## src/common/omf_pkg.sv

```systemverilog
// ---------------------------------------------------------------
// How it works
// - one-wire-only mode: analog off, readout allowed
// - windowed mode: analog after startup and window expiry
// - enter-command in window moves to command state
// - analog-only: analog at once, refuse single-line readout
// - analog code feeds 13-bit resistor-string converter
// - any failure forces the diagnostic state
// - diagnostic state holds line in low fault band
// - readout during failure returns the error code
// - watchdog flags a stalled controller
// - oscillator monitor flags a stopped oscillator
// - memory integrity failure counts as failure
// - control register parity mismatch counts as failure
// - sensor open or short counts as failure
// - both interfaces read results and configure; no single-line readout in analog-only
// - startup error gives diagnostic state, low band
// - start routine: low band analog, else tri-state
// - clip 15-bit result to output limits
// ---------------------------------------------------------------
package omf_pkg;

   // output modes
   typedef enum logic [1:0] {
      one_wire_only_output      = 2'h0,
      window_then_analog_output = 2'h1,
      analog_with_wire_window   = 2'h2,
      analog_only_output        = 2'h3
   } omf_mode_type;

   typedef enum logic [5:0] {
      ST_CONFIG  = 6'h01,
      ST_ROUTINE = 6'h02,
      ST_WINDOW  = 6'h04,
      normal_run_state  = 6'h08,
      command_state     = 6'h10,
      diagnostic_state  = 6'h20
   } omf_state_type;

   typedef struct packed {
      logic wdg;
      logic osc;
      logic mem;
      logic parity;
      logic open;
      logic short_c;
   } omf_fail_type;

   typedef struct packed {
      logic drive;            // analog buffer active
      logic low_fault_band;   // buffer forced to low fault band
      logic hiz;              // line released
   } omf_line_type;

   localparam int unsigned CLK_MHZ      = 100;
   localparam int unsigned WIN_TIME_MS  = 500;
   localparam int unsigned WIN_CYC      = WIN_TIME_MS * 1000 * CLK_MHZ;
   localparam int unsigned CFG_TIME_US  = 200;
   localparam int unsigned CFG_CYC      = CFG_TIME_US * CLK_MHZ;
   localparam int unsigned WDG_TIME_US  = 100;
   localparam int unsigned WDG_CYC      = WDG_TIME_US * CLK_MHZ;
   localparam int unsigned OSC_GAP_NS   = 1000;
   localparam int unsigned OSC_CYC      = OSC_GAP_NS * CLK_MHZ / 1000;
   localparam int unsigned CONV_COUNT   = 5;
   localparam int unsigned CNT_W        = 26;
   localparam int unsigned RES_W        = 15;
   localparam int unsigned DAC_W_DEF    = 13;
   localparam int unsigned CTL_W        = 16;
   localparam logic [7:0]  CMD_ENTER    = 8'hA5;  // arbitrary
   localparam logic [15:0] ERR_CODE     = 16'hFFFF;
   localparam logic [1:0]  MODE_RESET   = 2'h3;

endpackage

```

## src/verilog/omf_fail_mon.sv

```systemverilog
`timescale 1ns/1ps
module omf_fail_mon import omf_pkg::*; #(
   parameter int unsigned WDG_LIMIT = WDG_CYC,
   parameter int unsigned OSC_LIMIT = OSC_CYC
) (
   input  wire logic               clk_i,        // system clock
   input  wire logic               arst_n_i,     // async reset, active low
   input  wire logic               wdg_kick_i,   // controller alive pulse
   input  wire logic               osc_ref_i,    // oscillator tap, foreign domain
   input  wire logic               mem_fail_i,   // integrity check failed, pulse
   input  wire logic [CTL_W-1:0]   ctl_word_i,   // control register contents
   input  wire logic               ctl_par_i,    // stored even parity bit
   input  wire logic               sns_open_i,   // open-wire comparator pin
   input  wire logic               sns_short_i,  // short comparator pin
   output omf_fail_type            fail_o        // per-cause failure levels
);
   // ---------------------------------------------------------------
   // pin synchronisers
   // ---------------------------------------------------------------
   logic [2:0] pin_raw;
   logic [2:0] s1_reg, s2_reg, s3_reg, pin_reg;
   assign pin_raw = {osc_ref_i, sns_open_i, sns_short_i};

   genvar g;
   generate
      for (g = 0; g < 3; g++) begin : g_sync
         always_ff @(posedge clk_i or negedge arst_n_i) begin
            if (!arst_n_i) begin
               s1_reg[g]  <= 1'b0;
               s2_reg[g]  <= 1'b0;
               s3_reg[g]  <= 1'b0;
               pin_reg[g] <= 1'b0;
            end else begin
               s1_reg[g] <= pin_raw[g];
               s2_reg[g] <= s1_reg[g];
               s3_reg[g] <= s2_reg[g];
               // change counts only once stages two and three agree
               if (s2_reg[g] == s3_reg[g]) pin_reg[g] <= s3_reg[g];
            end
         end
      end
   endgenerate

   // ---------------------------------------------------------------
   // watchdog and oscillator counters
   // ---------------------------------------------------------------
   logic [CNT_W-1:0] wdg_reg, osc_reg;
   logic             osc_last_reg;
   omf_fail_type     fail_reg;
   wire              osc_edge   = pin_reg[2] != osc_last_reg;
   wire              wdg_expire = wdg_reg == CNT_W'(WDG_LIMIT - 1);
   wire              osc_expire = osc_reg == CNT_W'(OSC_LIMIT - 1);
   wire              par_bad    = (^ctl_word_i) != ctl_par_i;

   always_ff @(posedge clk_i or negedge arst_n_i) begin
      if (!arst_n_i) begin
         wdg_reg      <= '0;
         osc_reg      <= '0;
         osc_last_reg <= 1'b0;
         fail_reg     <= '0;
      end else begin
         wdg_reg      <= (wdg_kick_i || wdg_expire) ? '0 : wdg_reg + 1'b1;
         osc_reg      <= (osc_edge || osc_expire) ? '0 : osc_reg + 1'b1;
         osc_last_reg <= pin_reg[2];
         if (wdg_expire && !wdg_kick_i) fail_reg.wdg <= 1'b1;
         if (osc_expire && !osc_edge)   fail_reg.osc <= 1'b1;
         if (mem_fail_i)                fail_reg.mem <= 1'b1;
         if (par_bad)                   fail_reg.parity <= 1'b1;
         if (pin_reg[1])                fail_reg.open <= 1'b1;
         if (pin_reg[0])                fail_reg.short_c <= 1'b1;
      end
   end
   assign fail_o = fail_reg;
endmodule

```

## src/verilog/omf_output_ctrl.sv

```systemverilog
`timescale 1ns/1ps
module omf_output_ctrl import omf_pkg::*; #(
   parameter int unsigned CFG_LIMIT = CFG_CYC,
   parameter int unsigned WIN_LIMIT = WIN_CYC,
   parameter int unsigned WDG_LIMIT = WDG_CYC,
   parameter int unsigned DAC_W     = DAC_W_DEF
) (
   input  wire logic               clk_i,          // 100 MHz clock
   input  wire logic               arst_n_i,       // async reset, active low
   input  wire logic [1:0]         cfg_mode_i,     // stored output mode
   input  wire logic               conv_done_i,    // conversion finished, pulse
   input  wire logic               rx_valid_i,     // decoded link command, pulse
   input  wire logic [7:0]         rx_cmd_i,       // decoded link command code
   input  wire logic               cmd_mode_wr_i,  // write mode in command state, pulse
   input  wire logic [1:0]         cmd_mode_i,     // new mode value
   input  wire logic               cmd_exit_i,     // leave command state, pulse
   input  wire logic [RES_W-1:0]   result_i,       // conditioned result
   input  wire logic [RES_W-1:0]   lim_low_i,      // lower output limit
   input  wire logic [RES_W-1:0]   lim_high_i,     // upper output limit
   input  wire logic               rd_req_i,       // readout request, pulse
   input  wire logic               rd_wire_i,      // 1 single-line link, 0 two-wire
   output logic                    rd_ack_o,       // readout answered, pulse
   output logic                    rd_refused_o,   // readout refused, pulse
   output logic [15:0]             rd_data_o,      // readout word
   input  wire logic               wdg_kick_i,     // controller alive pulse
   input  wire logic               osc_ref_i,      // oscillator tap pin
   input  wire logic               mem_fail_i,     // integrity failure pulse
   input  wire logic [CTL_W-1:0]   ctl_word_i,     // control register contents
   input  wire logic               ctl_par_i,      // control register parity
   input  wire logic               sns_open_i,     // open-wire pin
   input  wire logic               sns_short_i,    // short pin
   output omf_line_type            line_o,         // shared_output_line control
   output logic [DAC_W-1:0]        dac_code_o,     // resistor-string converter code
   output omf_mode_type            mode_o,         // active output mode
   output omf_state_type           state_o,        // working state
   output omf_fail_type            fail_o          // failure causes
);
   // ---------------------------------------------------------------
   // failure supervision
   // ---------------------------------------------------------------
   omf_fail_type fail;
   omf_fail_mon #(
      .WDG_LIMIT (WDG_LIMIT),
      .OSC_LIMIT (OSC_CYC)
   ) u_mon (
      .clk_i       (clk_i),
      .arst_n_i    (arst_n_i),
      .wdg_kick_i  (wdg_kick_i),
      .osc_ref_i   (osc_ref_i),
      .mem_fail_i  (mem_fail_i),
      .ctl_word_i  (ctl_word_i),
      .ctl_par_i   (ctl_par_i),
      .sns_open_i  (sns_open_i),
      .sns_short_i (sns_short_i),
      .fail_o      (fail)
   );
   wire any_fail = |fail;
   assign fail_o = fail;

   // ---------------------------------------------------------------
   // state decode
   // ---------------------------------------------------------------
   omf_state_type    state_reg, state_next;
   omf_mode_type     mode_reg;
   logic [CNT_W-1:0] cnt_reg;
   logic [2:0]       conv_reg;

   wire cfg_end    = cnt_reg == CNT_W'(CFG_LIMIT - 1);
   wire win_end    = cnt_reg == CNT_W'(WIN_LIMIT - 1);
   wire routine_end = conv_done_i && (conv_reg == 3'(CONV_COUNT - 1));
   wire enter_cmd  = rx_valid_i && (rx_cmd_i == CMD_ENTER);
   wire windowed   = (mode_reg == window_then_analog_output) ||
                     (mode_reg == analog_with_wire_window);
   wire analog_md  = (mode_reg == analog_with_wire_window) ||
                     (mode_reg == analog_only_output);

   always_comb begin
      state_next = state_reg;
      case (state_reg)
         ST_CONFIG:  if (cfg_end) state_next = ST_ROUTINE;
         ST_ROUTINE: if (routine_end) state_next = windowed ? ST_WINDOW : normal_run_state;
         ST_WINDOW: begin
            if (enter_cmd) state_next = command_state;
            else if (win_end) state_next = normal_run_state;
         end
         normal_run_state: state_next = normal_run_state;
         command_state:    if (cmd_exit_i) state_next = normal_run_state;
         diagnostic_state: state_next = diagnostic_state;
         default:          state_next = diagnostic_state;
      endcase
      if (any_fail) state_next = diagnostic_state;
   end

   always_ff @(posedge clk_i or negedge arst_n_i) begin
      if (!arst_n_i) begin
         state_reg <= ST_CONFIG;
         mode_reg  <= omf_mode_type'(MODE_RESET);
         cnt_reg   <= '0;
         conv_reg  <= '0;
      end else begin
         state_reg <= state_next;
         cnt_reg   <= (state_next != state_reg) ? '0 : cnt_reg + 1'b1;
         if (state_reg != ST_ROUTINE) conv_reg <= '0;
         else if (conv_done_i) conv_reg <= conv_reg + 1'b1;
         if (state_reg == ST_CONFIG && cfg_end)
            mode_reg <= omf_mode_type'(cfg_mode_i);
         else if (state_reg == command_state && cmd_mode_wr_i)
            mode_reg <= omf_mode_type'(cmd_mode_i);
      end
   end
   assign state_o = state_reg;
   assign mode_o  = mode_reg;

   // ---------------------------------------------------------------
   // line control
   // ---------------------------------------------------------------
   // in the window the analog-with-window buffer keeps driving; it is
   // current limited so the master can overdrive it while sending
   wire in_diag  = state_reg == diagnostic_state;
   wire drive_ok = (state_reg == normal_run_state && mode_reg != one_wire_only_output) ||
                   (state_reg == ST_WINDOW && mode_reg == analog_with_wire_window);
   wire band_low = in_diag || state_reg == ST_CONFIG ||
                   (state_reg == ST_ROUTINE && analog_md);
   assign line_o.drive          = drive_ok;
   assign line_o.low_fault_band = band_low;
   assign line_o.hiz            = !drive_ok && !band_low;

   // ---------------------------------------------------------------
   // analog code and readout
   // ---------------------------------------------------------------
   logic [RES_W-1:0] clip_reg;
   logic             ack_reg, ref_reg;
   logic [15:0]      rd_reg;
   wire [RES_W-1:0]  clipped = (result_i < lim_low_i)  ? lim_low_i :
                               (result_i > lim_high_i) ? lim_high_i : result_i;
   wire rd_state   = state_reg == normal_run_state || state_reg == ST_WINDOW ||
                     state_reg == command_state || in_diag;
   wire rd_refuse  = !rd_state || (rd_wire_i && mode_reg == analog_only_output);

   always_ff @(posedge clk_i or negedge arst_n_i) begin
      if (!arst_n_i) begin
         clip_reg <= '0;
         ack_reg  <= 1'b0;
         ref_reg  <= 1'b0;
         rd_reg   <= '0;
      end else begin
         clip_reg <= clipped;
         ack_reg  <= rd_req_i && !rd_refuse;
         ref_reg  <= rd_req_i && rd_refuse;
         if (rd_req_i && !rd_refuse)
            rd_reg <= in_diag ? ERR_CODE : {1'b0, result_i};
      end
   end
   assign dac_code_o   = clip_reg[RES_W-1 -: DAC_W];
   assign rd_ack_o     = ack_reg;
   assign rd_refused_o = ref_reg;
   assign rd_data_o    = rd_reg;
endmodule

```

## config.mk

```make
export PLATFORM = sky130hd
export DESIGN_NAME = omf_output_ctrl
export DESIGN_NICKNAME = d
export VERILOG_FILES = /design/src/common/omf_pkg.sv /design/src/verilog/omf_fail_mon.sv /design/src/verilog/omf_output_ctrl.sv
export SDC_FILE = /design/constraint.sdc
export NUM_CORES = 1
export LEC_CHECK = 0
export ABC_CLOCK_PERIOD_IN_PS = 3300
export BUFFER_PORTS_ARGS = -buffer_cell sky130_fd_sc_hd__buf_2
export CAP_MARGIN = 5
export CORE_ASPECT_RATIO = 1.1
export CORE_UTILIZATION = 47
export DETAILED_ROUTE_END_ITERATION = 8
export GPL_ROUTABILITY_DRIVEN = 1
export GPL_TIMING_DRIVEN = 0
export PLACE_DENSITY = 0.66
export RECOVER_POWER = 25
export SYNTH_ARGS = -nofsm -noshare
export SYNTH_HDL_FRONTEND = slang
export SYNTH_SLANG_ARGS = --single-unit
```

## constraint.sdc

```tcl
create_clock -name clk_i -period 3.3 [get_ports clk_i]
set_clock_uncertainty 0.1 [all_clocks]
set_input_delay 0.99 -clock clk_i [delete_from_list [all_inputs] [get_ports clk_i]]
set_output_delay 0.99 -clock clk_i [all_outputs]
set_load 0.005 [all_outputs]
```

# == After elaboration in Yosys (flattened, before gate mapping) ==
# Cells that the tools add are included.
# totals
elab_cells,110
input_bits,87
reg_bits,141
# op_classes
n_eq_ne,22
reduce_logical,35
add_sub_neg,4
n_mux,18
n_lt_le_gt_ge,2
# ops
operator,n
"adder 26 x 1 -> 26 bit, second input constant",3
two-way mux 26 bit,3
two-way mux 6 bit,6
two-way mux 15 bit,2
one-hot mux 6 bit (5 select lines),1
"== test 26 x 14 -> 1 bit, second input constant",1
"== test 26 x 15 -> 1 bit, second input constant",1
"== test 26 bit, second input constant",1
"== test 26 x 7 -> 1 bit, second input constant",1
two-way mux 16 bit,1
parity 16 bit,1
greater-than comparator 15 bit,1
< comparator 15 bit,1
logical AND 1 bit,13
logical OR 1 bit,11
"== test 8 bit, second input constant",1
"== test 6 x 1 -> 1 bit, second input constant",1
"== test 6 x 2 -> 1 bit, second input constant",1
"== test 6 x 3 -> 1 bit, second input constant",1
"== test 6 x 4 -> 1 bit, second input constant",1
"== test 6 x 5 -> 1 bit, second input constant",1
"== test 6 bit, second input constant",1
logical NOT 1 bit,6
two-way mux 3 bit,2
other kinds (12),19

# == Logic depth before layout (Yosys ltp) ==
# logic_depth
ltp_word,8
mapped_depth,9
depth_no_buf,8

# == Hierarchy ==
# Synthesis repeated with hierarchy kept, for this count alone.
# hier_totals
cells_unflattened,797
area_unflattened_um2,7721.2
# modules_own_cells
module,area_per_inst_um2,seq_area_each_um2,instances,cells_per_inst
omf_output_ctrl,4305.4,1705.4,1,467
omf_fail_mon,3415.8,1776.7,1,330

# == Worst setup path before layout ==
# Ideal clock, no wire load.
# synth_timing
kind,input-to-reg
start,in lim_low_i[6]
end,reg clip_reg[10]
arrival_ns,2.706
path_stages,9
slack_ns,0.413
path_cell_list,inv_1 > ha_1 > nand4_1 > and3_1 > o21ai_0 > a21oi_1 > o21ai_1 > clkbuf_1 > mux2i_1
# synth_between
elab_chain_cells,2
# synth_lines
item,line_no,text
from (decl),omf_output_ctrl.sv:18,"input wire logic [RES_W-1:0] lim_low_i,"
< comparator 15 bit,omf_output_ctrl.sv:134,wire [RES_W-1:0] clipped = (result_i < lim_low_i) ? lim_low_i :
two-way mux 15 bit,omf_output_ctrl.sv:134,
net clipped[10],omf_output_ctrl.sv:134,
to (signal assigned),omf_output_ctrl.sv:147,clip_reg <= clipped;
to (decl),omf_output_ctrl.sv:131,logic [RES_W-1:0] clip_reg;
# The timed path passes the listed nets, and every way through them passes these cells.
# A chain may end at the register's enable or synchronous reset.

# == Final worst setup path ==
# layout_timing
start,reg state_reg[1] (netlist: state_o[1])
end,out line_o[1] in the netlist's numbering
# layout_between
elab_chain_cells,3
# layout_lines
item,line_no,text
from (decl),omf_output_ctrl.sv:63,"omf_state_type state_reg, state_next;"
from (signal assigned),omf_output_ctrl.sv:101,state_reg <= state_next;
"== test 6 bit, or another cell as far along",omf_output_ctrl.sv:119,wire in_diag = state_reg == diagnostic_state;
logical OR 1 bit / logical AND 1 bit (equally long branches),"omf_output_ctrl.sv:122, omf_output_ctrl.sv:123",
logical OR 1 bit *,omf_output_ctrl.sv:122,wire band_low = in_diag || state_reg == ST_CONFIG ||
to (decl),omf_output_ctrl.sv:32,"output omf_line_type line_o,"
# Every way passes the cells marked *; elsewhere a longest branch is shown, timed or not.

==> reports/results.tsv <==
stage	metric	value	unit
pwr	combPwrFrac	10.7	%
cts	h-tree-depth	4	
finish	drive_above_1_share	23.19	%
grt	grt_max_degree	74	
timing	maxSlewViolCount	67	
yosys	ys_seq_area_share	44.84	%
pwr	intPower	3.203	mW
timing	setup_viol	0	
yosys	synthFlopType	dfrtp_1	
floorplan	die_w	124.6	um
yosys	synth-seq-cells	139	
critical_path	required	2.21	ns
cts	clockBufferDepth	2	
cts	path_clk_slew	0.06	ns
timing	layout_worst_path_cycle_share	95.43	%
finish	fillers	1389	
grt	grt_pass1_vias	5892	
pwr	p_seq_share	42.9	%
placement	place_hpwl	12890	um
timing	min_period	3.149	ns
timing	fmax	317.5	MHz
grt	antenna_found_initial	0	
critical_path	worst_path_max_delay_cell	dfrtp_1	
worst_hold_path	hp-start	u_mon.s1_reg[0]	
yosys	syn_area	0.007766	mm^2
floorplan	std_cell_rows	48	
timing	setup_tns	0	ns
yosys	synth_top_area_share	43.82	%
floorplan	core	0.01592	mm^2
finish	final_util	58.63	%
worst_hold_path	hold_class	reg -> reg	
critical_path	crit_fanout	10	
worst_hold_path	hold_path_depth	0	
critical_path	worstPathArrival	2.06	ns
floorplan	die_h	136.8	um
floorplan	io_pins	135	
placement	place_ws	-0.2760	ns
routing	firstDrtPassIters	4	
cts	cts_sinks	139	
routing	antenna_left	0	
yosys	synth_cells	785	
routing	viasPerCell	5.241	
timing	hold_violations	0	
finish	final_common_cell	buf_2	
grt	grt.overflow.total	0	
critical_path	criticalPathCategory	reg -> out	
pwr	p_sw	1.023	mW
pwr	ir_drop	373.2	uV
yosys	syn_area_per_cell	9.893	um^2
timing	rsz0062_at_grt	false	
floorplan	start_util	48.80	%
routing	vias	6043	
status	violations	max-capacitance violations, max-slew violations	
critical_path	worstPathCellList	clkbuf_1 > nor2_1 > nand4_1 > clkbuf_2 > nand3_1 > buf_4 > buf_2	
critical_path	worstSetupStartpointType	register	
cts	cts_tree	done	
critical_path	worstSetupStartpoint	state_o[1]	
timing	fin_ws	0.1507	ns
critical_path	slowest_delay	0.36	ns
status	status	finished with violations	
routing	drc	0	
pwr	p_total	4.225	mW
yosys	synthArstFlopShare	100.0	%
pwr	p_sw_share	24.20	%
grt	grtUsageTotal	21.41	%
yosys	synth_cell_types	57	
cts	worstSkewPairLatency	0.43	ns
pwr	leakage	4.222	nW
placement	io_buffers	134	
yosys	synthTopCellsByArea	dfrtp_1 (44%), xnor2_1 (6.4%), ha_1 (6.0%)	
critical_path	worst_setup_path_end_kind	output port	
timing	tightest_slew	1.753	ns
cts	hold_buffers	0	
finish	areaGrowthSynthToFinish	20.15	%
routing	avgRoutedWirePerCell	14.99	um
grt	grt_pass1_wl	28900	um
routing	drt_iter0_markers	237	
floorplan	die_area	0.01704	mm^2
critical_path	r2r_setup_slack	0.42	ns
pwr	clkPwrFrac	46.5	%
yosys	synth_edf_count	0	
yosys	synth_fp_nets	909	
routing	drt-total-wl	17280	um
cts	cts_root_buffer	clkbuf_16	
yosys	yosys_warnings	0	
placement	place_congestion	0.8530	
finish	antennaDiodeCount	0	
timing	maxSlewHeadroom	-16.90	%
pwr	power.density	452.8	mW/mm^2
critical_path	timing.rr.start	cnt_reg[0]	
finish	nets	1064	
yosys	yosys.area.top_type	dfrtp_1	
cts	cts_buffers	17	
critical_path	r2r_cells	8	
finish	final_cell_mix	buf_2 (140), dfrtp_1 (136), nor2_1 (86)	
run	maxCapViolCount	1	
-- worst max-delay path, delay by kind of cell (launching register included) --
kind / cells / cell delay (ns)
AND/OR/NAND/NOR: 3 / 0.43
buffers and inverters: 4 / 0.85
flip-flops: 1 / 0.36
-- cell type report --
class / count / area, um^2 / share of cell area [%]
buffer: 28 / 163.9 / 1.757
clock buffer: 21 / 460.4 / 4.934
multi-input combinational: 567 / 3933 / 42.14
sequential: 139 / 3482 / 37.32
inverter: 51 / 191.4 / 2.051
clock inverter: 11 / 145.1 / 1.555
timing repair buffer: 136 / 705.7 / 7.562
tap: 200 / 250.2 / 2.682
-- final timing paths --
path                               endpoint
setup reg to reg                cnt_reg[16]
min in group asynchronous  u_mon.wdg_reg[6]
hold reg to reg             u_mon.s2_reg[0]
setup / recovery                  line_o[1]
max in group asynchronous       conv_reg[2]
hold / removal              u_mon.s2_reg[0]
-- power by group through the flow --
stage	Clock, mW	Sequential, mW	Combinational (mW)
after global routing	2.07	1.82	0.520
final	1.96	1.81	0.451
after CTS	2.00	1.81	0.462
after detailed placement	0	1.84	0.460
after global placement	0	1.84	0.446
after floorplan	0	1.84	0.246
-- repair_timing --
| item | 4_1_cts | 5_1_grt |
|---|---|---|
| pin swaps | 1 | 0 |
| buffers inserted | 1 | 0 |
| endpoints found under the setup margin | 2 | 1 |
| resized for setup | 1 | 1 |
| hold endpoints to repair | 0 | 0 |
-- kinds of logic (layout without fill, tap and decap cells) --
kind of cell	count (synthesis)	count (layout)	share of synthesized area, %
buffers and inverters	79	247	4.559
AND/OR/NAND/NOR	337	337	24.07
XOR/XNOR	93	93	10.49
AO/OA/AOI/OAI	68	68	5.961
multiplexers	29	29	3.738
flip-flops	139	139	44.84
adder cells (fa/ha/maj)	40	40	6.348
-- Yosys cell counts (all sizes together), types with 2 or more instances --
cell and number:
a211oi 3, a21o 4, a21oi 15, a31oi 6
and2 2, and3 11, and4 4, buf 15
clkbuf 13, dfrtp 136, dfstp 3, ha 37
inv 51, maj3 3, mux2i 29, nand2 52
nand2b 5, nand3 42, nand3b 2, nand4 22
nand4b 5, nor2 88, nor2b 18, nor3 21
nor4 40, nor4b 2, o211ai 5, o21ai 25
o22a 2, o22ai 2, o31ai 2, or2 7
or3 5, or4 7, xnor2 57, xor2 36
-- per-stage QoR --
step / area, um^2 / std cells / hold WS, ns
after global placement: 8687 / 1119 / 0.2323
final: 9331 / 1153 / 0.2497
after global routing: 9331 / 1153 / 0.2540
after detailed placement: 8721 / 1120 / 0.2395
after floorplan: 7766 / 785 / 0.2312
after CTS: 9335 / 1153 / 0.2497
-- layer usage --
layer	track usage (%)	vias to the layer above	share of wire [%]
li1	-	3036	-
met3	5.356	27	4.6
met1	27.75	2854	45
met4	8.233	0	1.9
met2	34.62	126	48
met5	0	-	0
Power figures use the tool's default switching activity.
